## src/rtl/cdac_pkg.sv

```systemverilog
package cdac_pkg;

	// apb register byte offsets
	localparam logic [7:0] CDAC_CTRL_OFS   = 8'h00;
	localparam logic [7:0] CDAC_STATE_OFS  = 8'h04;
	localparam logic [7:0] CDAC_IRQ_ST_OFS = 8'h08;
	localparam logic [7:0] CDAC_IRQ_MK_OFS = 8'h0C;
	localparam logic [7:0] CDAC_RAMP_OFS   = 8'h10;

	// control register fields
	localparam int CDAC_CTRL_RETRY_EN = 0;
	localparam logic [31:0] CDAC_CTRL_RST = 32'h0000_0001;

	// interrupt event bit positions
	localparam int CDAC_EV_FAULT   = 0;
	localparam int CDAC_EV_RECOVER = 1;
	localparam int CDAC_EV_PLAY    = 2;
	localparam int CDAC_EV_STOP    = 3;
	localparam int CDAC_EV_W       = 4;

	localparam logic [CDAC_EV_W-1:0] CDAC_MASK_RST = 4'h0;

	// timing
	localparam int CDAC_CLK_MHZ       = 100;
	localparam int CDAC_CAL_NS        = 2000;
	localparam int CDAC_CAL_CYC       = (CDAC_CAL_NS * CDAC_CLK_MHZ) / 1000;
	localparam int CDAC_RETRY_NS      = 1000;
	localparam int CDAC_RETRY_CYC     = (CDAC_RETRY_NS * CDAC_CLK_MHZ) / 1000;
	localparam int CDAC_RAMP_W        = 8;
	localparam logic [CDAC_RAMP_W-1:0] CDAC_RAMP_MAX = 8'hFF;
	localparam logic [CDAC_RAMP_W-1:0] CDAC_RAMP_MIN = 8'h00;
	localparam logic [15:0] CDAC_RAMP_DIV_RST = 16'h0004;
	localparam int CDAC_CNT_W         = 16;

	typedef enum logic [2:0] {
		CDAC_OFF   = 3'b000,
		CDAC_CAL   = 3'b001,
		CDAC_RUP   = 3'b010,
		CDAC_PLAY  = 3'b011,
		CDAC_RDN   = 3'b100,
		CDAC_RETRY = 3'b101
	} cdac_state_t;

	// raw pins from the host and the analog monitors
	typedef struct packed {
		logic       mute;
		logic       sleep;
		logic [1:0] gain_select;
	} cdac_pins_t;

	typedef struct packed {
		logic power_stage_uv;
		logic charge_pump_uv;
		logic analog_five_volt_uv;
		logic over_current;
		logic over_temp;
	} cdac_fault_t;

	// bridge outputs: pwm level plus enable per leg
	typedef struct packed {
		logic left_bridge_positive_output;
		logic left_bridge_negative_output;
		logic right_bridge_positive_output;
		logic right_bridge_negative_output;
	} cdac_bridge_t;

endpackage

```

## src/rtl/cdac_sync.sv

```systemverilog
`timescale 1ns/1ps
`default_nettype none
module cdac_sync #(
	parameter int W = 1
) (
	input  wire logic         pclk,    // clock
	input  wire logic         presetn, // async reset, low
	input  wire logic [W-1:0] d,       // asynchronous level
	output logic      [W-1:0] q        // synchronised level
);
	logic [W-1:0] meta_q;

	always_ff @(posedge pclk or negedge presetn) begin
		if (!presetn) begin
			meta_q <= '0;
			q      <= '0;
		end else begin
			meta_q <= d;
			q      <= meta_q;
		end
	end
endmodule
`default_nettype wire

```

## src/rtl/cdac_ctrl.sv

```systemverilog
// The APB register port and the address map are this design's own decisions.
`timescale 1ns/1ps
`default_nettype none
module cdac_ctrl (
	input  wire logic                pclk,        // clock, 100 MHz
	input  wire logic                presetn,     // async reset, low
	input  wire logic                psel,        // apb select
	input  wire logic                penable,     // apb enable
	input  wire logic                pwrite,      // apb direction
	input  wire logic [7:0]          paddr,       // apb byte address
	input  wire logic [31:0]         pwdata,      // apb write data
	output logic      [31:0]         prdata,      // apb read data
	output logic                     pready,      // apb ready
	output logic                     pslverr,     // apb error
	input  wire cdac_pkg::cdac_pins_t  pins,      // raw host pins
	input  wire cdac_pkg::cdac_fault_t uv_fall,   // rail below falling threshold
	input  wire cdac_pkg::cdac_fault_t uv_rise,   // rail above rising threshold
	input  wire logic                cal_done,    // analog offset calibration done
	input  wire cdac_pkg::cdac_bridge_t pwm_in,   // modulator bridge drive
	output var cdac_pkg::cdac_bridge_t bridge_o,  // bridge output level
	output var cdac_pkg::cdac_bridge_t bridge_oe, // bridge output enable
	output logic                     status,      // not ready / fault flag
	output logic                     bias_en,     // internal bias enable
	output logic                     low_power,   // low quiescent mode
	output logic                     cal_start,   // offset calibration request
	output logic      [7:0]          offset_level,// dc offset ramp level
	output logic      [1:0]          gain_sel,    // applied gain setting
	output logic                     irq          // interrupt, high level
);
	import cdac_pkg::*;

	cdac_pins_t               pins_s;
	cdac_fault_t              fault_q;
	cdac_state_t              state_q, state_d;
	logic [CDAC_CNT_W-1:0]    cnt_q;
	logic [15:0]              ramp_div_q;
	logic [CDAC_RAMP_W-1:0]   ramp_q;
	logic [1:0]               gain_q;
	logic                     retry_en_q;
	logic [CDAC_EV_W-1:0]     ist_q, imask_q, ev;
	cdac_bridge_t             bridge_q;
	cdac_bridge_t             oe_q;

	cdac_sync #(.W(4)) u_sync (
		.pclk    (pclk),
		.presetn (presetn),
		.d       (pins),
		.q       (pins_s)
	);

	genvar gi;
	generate
		for (gi = 0; gi < 5; gi++) begin : g_fault
			always_ff @(posedge pclk or negedge presetn) begin
				if (!presetn) begin
					fault_q[gi] <= 1'b1;
				end else if (uv_fall[gi]) begin
					fault_q[gi] <= 1'b1;
				end else if (uv_rise[gi]) begin
					fault_q[gi] <= 1'b0;
				end
			end
		end
	endgenerate

	wire any_fault = |fault_q;
	wire want_play = !pins_s.mute && !pins_s.sleep && !any_fault;
	wire ramp_tick = (ramp_div_q == 16'h0000);
	wire cnt_zero  = (cnt_q == '0);

	always_comb begin
		state_d = state_q;
		unique case (state_q)
			CDAC_OFF: begin
				if (want_play) begin
					state_d = CDAC_CAL;
				end
			end
			CDAC_CAL: begin
				if (any_fault) begin
					state_d = CDAC_RETRY;
				end else if (!want_play) begin
					state_d = CDAC_OFF;
				end else if (cal_done && cnt_zero) begin
					state_d = CDAC_RUP;
				end
			end
			CDAC_RUP: begin
				if (any_fault) begin
					state_d = CDAC_RETRY;
				end else if (!want_play) begin
					state_d = CDAC_RDN;
				end else if (ramp_q == CDAC_RAMP_MAX) begin
					state_d = CDAC_PLAY;
				end
			end
			CDAC_PLAY: begin
				if (any_fault) begin
					state_d = CDAC_RETRY;
				end else if (!want_play) begin
					state_d = CDAC_RDN;
				end
			end
			CDAC_RDN: begin
				if (any_fault) begin
					state_d = CDAC_RETRY;
				end else if (ramp_q == CDAC_RAMP_MIN) begin
					state_d = CDAC_OFF;
				end
			end
			CDAC_RETRY: begin
				if (!any_fault && cnt_zero && retry_en_q) begin
					state_d = CDAC_OFF;
				end
			end
			default: state_d = CDAC_OFF;
		endcase
	end

	always_ff @(posedge pclk or negedge presetn) begin
		if (!presetn) begin
			state_q <= CDAC_OFF;
		end else begin
			state_q <= state_d;
		end
	end

	// counter for calibration minimum and retry wait
	always_ff @(posedge pclk or negedge presetn) begin
		if (!presetn) begin
			cnt_q <= '0;
		end else if (state_d != state_q && state_d == CDAC_CAL) begin
			cnt_q <= CDAC_CNT_W'(CDAC_CAL_CYC);
		end else if (state_d != state_q && state_d == CDAC_RETRY) begin
			cnt_q <= CDAC_CNT_W'(CDAC_RETRY_CYC);
		end else if (state_q == CDAC_RETRY && any_fault) begin
			cnt_q <= CDAC_CNT_W'(CDAC_RETRY_CYC);
		end else if (!cnt_zero) begin
			cnt_q <= cnt_q - 1'b1;
		end
	end

	logic [15:0] ramp_div_rl_q;

	always_ff @(posedge pclk or negedge presetn) begin
		if (!presetn) begin
			ramp_div_q <= 16'h0000;
			ramp_q     <= CDAC_RAMP_MIN;
		end else begin
			ramp_div_q <= ramp_tick ? ramp_div_rl_q : ramp_div_q - 16'h0001;
			if (state_q == CDAC_RUP && ramp_tick && ramp_q != CDAC_RAMP_MAX) begin
				ramp_q <= ramp_q + 1'b1;
			end else if (state_q == CDAC_RDN && ramp_tick && ramp_q != CDAC_RAMP_MIN) begin
				ramp_q <= ramp_q - 1'b1;
			end else if (state_q == CDAC_OFF || state_q == CDAC_CAL || state_q == CDAC_RETRY) begin
				ramp_q <= CDAC_RAMP_MIN;
			end
		end
	end

	wire switching = (state_q == CDAC_RUP) || (state_q == CDAC_PLAY) || (state_q == CDAC_RDN);
	wire switch_next = (state_d == CDAC_RUP) || (state_d == CDAC_PLAY) ||
		(state_d == CDAC_RDN);

	always_ff @(posedge pclk or negedge presetn) begin
		if (!presetn) begin
			bridge_q <= '0;
			oe_q     <= '0;
			gain_q   <= 2'h0;
		end else begin
			bridge_q <= switching ? pwm_in : '0;
			// follow the next state: no hi-z blip between play and ramp-down
			oe_q     <= (switch_next && !any_fault) ? 4'hF : 4'h0;
			gain_q   <= pins_s.gain_select;
		end
	end

	assign bridge_o     = bridge_q;
	assign bridge_oe    = oe_q;
	assign offset_level = ramp_q;
	assign gain_sel     = gain_q;
	assign cal_start    = (state_q == CDAC_CAL);
	assign low_power    = pins_s.sleep;
	assign bias_en      = !pins_s.sleep;
	assign status       = pins_s.sleep || any_fault;

	// interrupt events
	assign ev[CDAC_EV_FAULT]   = (state_d == CDAC_RETRY) && (state_q != CDAC_RETRY);
	assign ev[CDAC_EV_RECOVER] = (state_q == CDAC_RETRY) && (state_d == CDAC_OFF);
	assign ev[CDAC_EV_PLAY]    = (state_d == CDAC_PLAY) && (state_q != CDAC_PLAY);
	assign ev[CDAC_EV_STOP]    = (state_q == CDAC_RDN) && (state_d == CDAC_OFF);

	// apb slave, zero wait states
	wire wr_en = psel && penable && pwrite;
	function automatic logic hit(input logic [7:0] a, input logic [7:0] ofs);
		return a == ofs;
	endfunction
	wire mapped = hit(paddr, CDAC_CTRL_OFS) || hit(paddr, CDAC_STATE_OFS) ||
		hit(paddr, CDAC_IRQ_ST_OFS) || hit(paddr, CDAC_IRQ_MK_OFS) ||
		hit(paddr, CDAC_RAMP_OFS);
	wire [CDAC_EV_W-1:0] w1c = (wr_en && hit(paddr, CDAC_IRQ_ST_OFS)) ?
		pwdata[CDAC_EV_W-1:0] : '0;

	always_ff @(posedge pclk or negedge presetn) begin
		if (!presetn) begin
			retry_en_q    <= CDAC_CTRL_RST[CDAC_CTRL_RETRY_EN];
			imask_q       <= CDAC_MASK_RST;
			ist_q         <= '0;
			ramp_div_rl_q <= CDAC_RAMP_DIV_RST;
		end else begin
			if (wr_en && hit(paddr, CDAC_CTRL_OFS)) begin
				retry_en_q <= pwdata[CDAC_CTRL_RETRY_EN];
			end
			if (wr_en && hit(paddr, CDAC_IRQ_MK_OFS)) begin
				imask_q <= pwdata[CDAC_EV_W-1:0];
			end
			if (wr_en && hit(paddr, CDAC_RAMP_OFS)) begin
				ramp_div_rl_q <= pwdata[15:0];
			end
			// set wins over clear
			ist_q <= (ist_q & ~w1c) | ev;
		end
	end

	always_comb begin
		prdata = 32'h0000_0000;
		if (psel && hit(paddr, CDAC_CTRL_OFS)) begin
			prdata = {31'h0, retry_en_q};
		end else if (psel && hit(paddr, CDAC_STATE_OFS)) begin
			prdata = {16'h0, 3'h0, fault_q, 1'b0, state_q, status, low_power, gain_q};
		end else if (psel && hit(paddr, CDAC_IRQ_ST_OFS)) begin
			prdata = {28'h0, ist_q};
		end else if (psel && hit(paddr, CDAC_IRQ_MK_OFS)) begin
			prdata = {28'h0, imask_q};
		end else if (psel && hit(paddr, CDAC_RAMP_OFS)) begin
			prdata = {16'h0, ramp_div_rl_q};
		end
	end

	assign pready  = 1'b1;
	assign pslverr = psel && penable && !mapped;
	assign irq     = |(ist_q & imask_q);

	a_mute_hiz: assert property (@(posedge pclk) disable iff (!presetn)
		$past(pins_s.mute) && !$past(state_d == CDAC_RDN) |-> bridge_oe == 4'h0)
		else $error("bridge driven while muted");
	a_fault_out: assert property (@(posedge pclk) disable iff (!presetn)
		any_fault |-> status ##1 bridge_oe == 4'h0)
		else $error("fault did not tri-state outputs");
	a_sleep_stat: assert property (@(posedge pclk) disable iff (!presetn)
		pins_s.sleep |-> status && low_power)
		else $error("status low in sleep");
	a_bias_mute: assert property (@(posedge pclk) disable iff (!presetn)
		pins_s.mute && !pins_s.sleep |-> bias_en)
		else $error("bias dropped in mute");
	a_cal_first: assert property (@(posedge pclk) disable iff (!presetn)
		state_q == CDAC_RUP && $past(state_q) != CDAC_RUP |->
		$past(state_q) == CDAC_CAL && ramp_q == CDAC_RAMP_MIN)
		else $error("switching began without calibration");
	a_ramp_down: assert property (@(posedge pclk) disable iff (!presetn)
		state_q == CDAC_OFF && $past(state_q) == CDAC_RDN |-> $past(ramp_q) == CDAC_RAMP_MIN)
		else $error("stopped before offset ramped down");
	a_auto_retry: assert property (@(posedge pclk) disable iff (!presetn)
		state_q == CDAC_RETRY && !any_fault && retry_en_q && cnt_zero |=> state_q == CDAC_OFF)
		else $error("no recovery after fault cleared");
	a_uv_hold: assert property (@(posedge pclk) disable iff (!presetn)
		fault_q[0] && !uv_rise[0] |=> fault_q[0])
		else $error("undervoltage cleared without rising threshold");
	a_gain_map: assert property (@(posedge pclk) disable iff (!presetn)
		gain_sel == $past(pins_s.gain_select))
		else $error("gain setting mismatch");
	a_play_drive: assert property (@(posedge pclk) disable iff (!presetn)
		state_q == CDAC_PLAY |-> bridge_oe == 4'hF)
		else $error("bridge not driven in play");
	a_sleep_stop: assert property (@(posedge pclk) disable iff (!presetn)
		pins_s.sleep |=> state_q != CDAC_PLAY)
		else $error("playing while asleep");
	a_fault_ev: assert property (@(posedge pclk) disable iff (!presetn)
		state_q != CDAC_RETRY && state_d == CDAC_RETRY |=> ist_q[CDAC_EV_FAULT])
		else $error("fault event not latched");
	a_retry_wait: assert property (@(posedge pclk) disable iff (!presetn)
		state_q == CDAC_RETRY && any_fault |=> state_q == CDAC_RETRY)
		else $error("left retry with fault present");
	a_uv_set: assert property (@(posedge pclk) disable iff (!presetn)
		|uv_fall |=> any_fault)
		else $error("undervoltage did not raise fault");
	a_uv_clear: assert property (@(posedge pclk) disable iff (!presetn)
		uv_rise[0] && !uv_fall[0] |=> !fault_q[0])
		else $error("fault kept above rising threshold");
	a_cal_hiz: assert property (@(posedge pclk) disable iff (!presetn)
		state_q == CDAC_CAL |-> bridge_oe == 4'h0 && cal_start)
		else $error("bridge driven during calibration");
	a_rdn_hold: assert property (@(posedge pclk) disable iff (!presetn)
		state_q == CDAC_RDN && ramp_q != CDAC_RAMP_MIN && !any_fault
		|=> state_q == CDAC_RDN)
		else $error("switching stopped above minimum offset");
	a_off_hiz: assert property (@(posedge pclk) disable iff (!presetn)
		state_q == CDAC_OFF && $past(state_q) == CDAC_OFF |-> bridge_oe == 4'h0)
		else $error("bridge driven while stopped");
	a_sync_delay: assert property (@(posedge pclk) disable iff (!presetn)
		pins_s.mute != $past(pins_s.mute) |-> pins_s.mute == $past(pins.mute, 2))
		else $error("mute input not synchronised");

endmodule
`default_nettype wire

```

## config.mk

```make
export PLATFORM = sky130hd
export DESIGN_NAME = cdac_ctrl
export DESIGN_NICKNAME = d
export VERILOG_FILES = /design/src/rtl/cdac_pkg.sv /design/src/rtl/cdac_sync.sv /design/src/rtl/cdac_ctrl.sv
export SDC_FILE = /design/constraint.sdc
export NUM_CORES = 1
export LEC_CHECK = 0
export BUFFER_PORTS_ARGS = -buffer_cell sky130_fd_sc_hd__buf_4
export CAP_MARGIN = 20
export CORE_UTILIZATION = 58
export CTS_BUF_LIST = sky130_fd_sc_hd__clkbuf_16
export CTS_CLUSTER_DIAMETER = 60
export DETAILED_ROUTE_END_ITERATION = 10
export HOLD_SLACK_MARGIN = 0.1
export PLACE_DENSITY = 0.93
export REMOVE_ABC_BUFFERS = 1
export SLEW_MARGIN = 0
export SYNTH_ARGS = -nofsm -noshare
export SYNTH_HDL_FRONTEND = slang
export SYNTH_HIERARCHICAL = 1
export SYNTH_SLANG_ARGS = --single-unit
```

## constraint.sdc

```tcl
create_clock -name pclk -period 5.1 [get_ports pclk]
set_clock_uncertainty 0.2 [all_clocks]
set_input_delay 0.255 -clock pclk [delete_from_list [all_inputs] [get_ports pclk]]
set_output_delay 0.255 -clock pclk [all_outputs]
set_load 0.005 [all_outputs]
```

==> run_results.csv <==
group,metric,value,unit
layout,finalNetCount,651,
clock_tree,htree_levels,3,
layout,multi_input_area,0.00232,mm^2
logic_synthesis,ys_ff_latch,88,
pwr,power_density,339,mW/mm^2
floorplanning,die_w,92.6,um
global_routing,grt_use_met3,0.0435,
timing,maxSlewHeadroom,0.419,
layout,nFillCells,478,
status,status,"complete, no violations",
layout,seqCellArea,0.00221,mm^2
global_routing,overflow,0,
floorplanning,core-area,0.00785,mm^2
pwr,p_leak,2.85,nW
worst_setup_path,cp-start-kind,"input pin",
floorplanning,die_y,92.6,um
clock_tree,worstSkewPairLatency,0.34,ns
worst_setup_path,crit_path_start,"paddr[1]",
logic_synthesis,yosysSeqAreaShare,0.464,
floorplanning,dieArea,0.00858,mm^2
pwr,ir_drop,233,uV
timing,tightest_slew,0.868,ns
global_routing,grt_util_met2,0.520,
route,detail-route-antenna-nets,0,
global_routing,use_met1,0.377,
worst_setup_path,r2r_start,"ramp_div_q[0]$_DFF_PN0_",
worst_setup_path,crit_fanout,11,
logic_synthesis,synth-edff-count,0,
job,drv_cap,0,
logic_synthesis,yosysWarnings,6,
global_routing,grtUsageTotal,0.307,
timing,fmax,347,MHz
route,drcViolationCount,0,
timing,final-setup-viol-count,0,
timing,drv_slew,0,
worst_setup_path,worstRegToRegCells,7,
layout,final_cells,689,
route,avgRoutedWirePerCell,18.2,um
worst_setup_path,crit_path_end_kind,"output port",
route,routed_wl,12.5,mm
timing,hold_viol_final,0,
logic_synthesis,synthFlopType,"dfrtp_1",
place,place_inst,637,
timing,fin_crit_sh,0.564,
worst_setup_path,r2r_end,"offset_level[4]$_DFFE_PN0P_",
timing,fin_setup_tns,0,ns
clock_tree,clockBufferDepth,2,
floorplanning,start_util,0.607,
route,drt_pre_antenna_iters,6,
logic_synthesis,synthCells,469,
clock_tree,cts_tree,"done",
logic_synthesis,yosysUniqueCellTypes,71,
floorplanning,boundaryPins,121,
floorplanning,num_rows,32,
layout,syn_to_final_growth,26.4,%
place,dp_hpwl,7.62,mm
worst_setup_path,critPathRequiredTime,4.64,ns
layout,drive_gt1_frac,0.259,
global_routing,grt_max_degree,89,
logic_synthesis,synth_area,0.00476,mm^2
global_routing,grt_pass1_wl,20.4,mm
route,vias_per_cell,6.10,
layout,fin_util,0.767,
clock_tree,clock-sinks,88,
route,vias,4204,
route,drtIter0Drc,325,
place,placed_area,0.00537,mm^2
worst_setup_path,reg2reg_setup_slack,2.24,ns
layout,insertedDiodeCount,0,
clock_tree,clkSlewWorstSetupHoldPaths,0.07,ns
timing,rsz0062_at_grt,"no",
worst_setup_path,crit_arrival,2.42,ns
worst_setup_path,critPathKind,"in -> out",
clock_tree,cts_root_buf,"clkbuf_16",
global_routing,antenna_found_initial,0,
place,gp_congestion,0.870,
place,portBuffers,87,
timing,whs,0.102,ns
layout,fin_area,0.00602,mm^2
logic_synthesis,async_flop_share,1.00,
hold_path,hold_path_class,"in -> async",
timing,fin_crit,2.88,ns
global_routing,top_usage_layer,"met2",
clock_tree,numCtsBuffers,9,
logic_synthesis,syn_avg_cell_area,10.2,um^2
global_routing,grt_pass1_vias,4266,
[cells by family after synthesis]
logic type / Yosys count / share of synthesized area
and+or+nand+nor: 179 / 0.217
xor gates and xnor gates: 20 / 0.0368
adders and majority gates: 5 / 0.0131
other: 2 / 0.00158
DFF: 88 / 0.464
buffers and inverters: 51 / 0.0604
muxes: 25 / 0.0580
AOI/OAI and AO/OA: 99 / 0.149
[stage by stage]
step | setup slack (ns) | total power, W
floorplan | 2.84 | 0.00120
global placement | 2.36 | 0.00134
detailed placement | 2.32 | 0.00137
CTS | 2.30 | 0.00201
global route | 2.09 | 0.00214
finish | 2.22 | 0.00204
[final cells by class]
cell class | instances | share of cell area
tap | 102 | 0.0212
clock buffer | 9 | 0.0374
multi-input combinational | 345 | 0.386
timing repair buffer | 123 | 0.171
clock inverter | 7 | 0.00790
inverter | 15 | 0.00935
sequential | 88 | 0.367
[power by group]
part           leakage (nW)  internal [W]  switching, W  total [W]
Sequential             1.11      0.000792      0.000130   0.000922
Combinational          1.60      0.000238      0.000259   0.000497
Clock                 0.133      0.000330      0.000290   0.000621
Total                  2.85       0.00136      0.000679    0.00204
[worst max-delay path, stage by stage]
cell     delay [ns]
buf_4          0.11
or4_4          0.56
nor3_4         0.26
nand2_2        0.10
nor3b_2        0.73
a221o_1        0.28
buf_4          0.12
[worst max-delay path by stage]
stage	to	slack, ns	depth (start not counted)
after floorplan	ist_q[2]$_DFF_PN0_	2.84	7
after global placement	prdata[3]	2.36	7
after detailed placement	prdata[1]	2.32	7
after CTS	prdata[1]	2.30	7
after global routing	offset_level[5]$_DFFE_PN0P_	2.09	7
final	prdata[2]	2.22	7
[sequential cells by signal, indices dropped and copies added, names as in the netlist]
signal	flops
ist_q	4
ramp_div_q	16
bridge_o	4
u_sync/q	4
retry_en_q	1
cnt_q	16
fault_q	5
offset_level	8
gain_sel	2
bridge_oe	1
ramp_div_rl_q	16
state_q	3
imask_q	4
u_sync/meta_q	4
[Yosys cell counts, drive strengths merged, types with 2 or more instances]
cell type   n  area share
or3         5      0.0076
o31ai       2      0.0032
or3b        3      0.0055
ha          5       0.013
nand4       5      0.0079
o22a        2      0.0037
nand3b      3      0.0047
a211o       7       0.013
o21bai      3      0.0047
a21oi      21       0.023
a21boi      4      0.0063
dfrtp      81        0.43
clkbuf      9      0.0071
mux2       21       0.050
nor3       14       0.018
nor3b       3      0.0058
nor2       42       0.035
and3        7      0.0092
a22o        9       0.017
o21ai      17       0.018
a22oi       2      0.0032
nand2b      9       0.012
a221o       3      0.0063
xor2        7       0.013
xnor2      13       0.024
inv        15       0.012
nor2b       5      0.0066
a21o        9       0.014
a31o        2      0.0037
nand2      37       0.031
dfstp       7       0.039
o22ai       4      0.0053
conb        2      0.0016
buf        27       0.041
and4        3      0.0055
or4         5      0.0087
and2        9       0.012
o32ai       4      0.0074
nor4       12       0.022
nand3      11       0.013
nor4b       2      0.0068
mux2i       4      0.0084
[what timing repair did]
action | CTS | global route
hold buffers | 35 | 0
setup buffers | 0 | 0
endpoints found under the hold margin | 117 | 0
resized for setup | 0 | 0
setup endpoints to repair | 0 | 0
[layer usage]
layer / routed length, um / vias up / share of wire
li1: - / 1877 / -
met1: 4800 / 2043 / 0.38
met2: 6320 / 229 / 0.50
met3: 804 / 55 / 0.064
met4: 595 / 0 / 0.048
met5: 0 / - / 0
[layout by cell type, fill, tap and decap left out, types with 10 or more instances in the layout]
| master | n |
|---|---|
| nor2_1 | 41 |
| dfrtp_1 | 81 |
| nor4_1 | 10 |
| dlygate4sd3_1 | 35 |
| a21oi_1 | 20 |
| o21ai_0 | 15 |
| buf_4 | 87 |
| nor3_1 | 12 |
| inv_1 | 15 |
| conb_1 | 17 |
| nand2_1 | 34 |
| xnor2_1 | 13 |
| mux2_2 | 21 |
| nand3_1 | 10 |
Power figures use the tool's default switching activity.
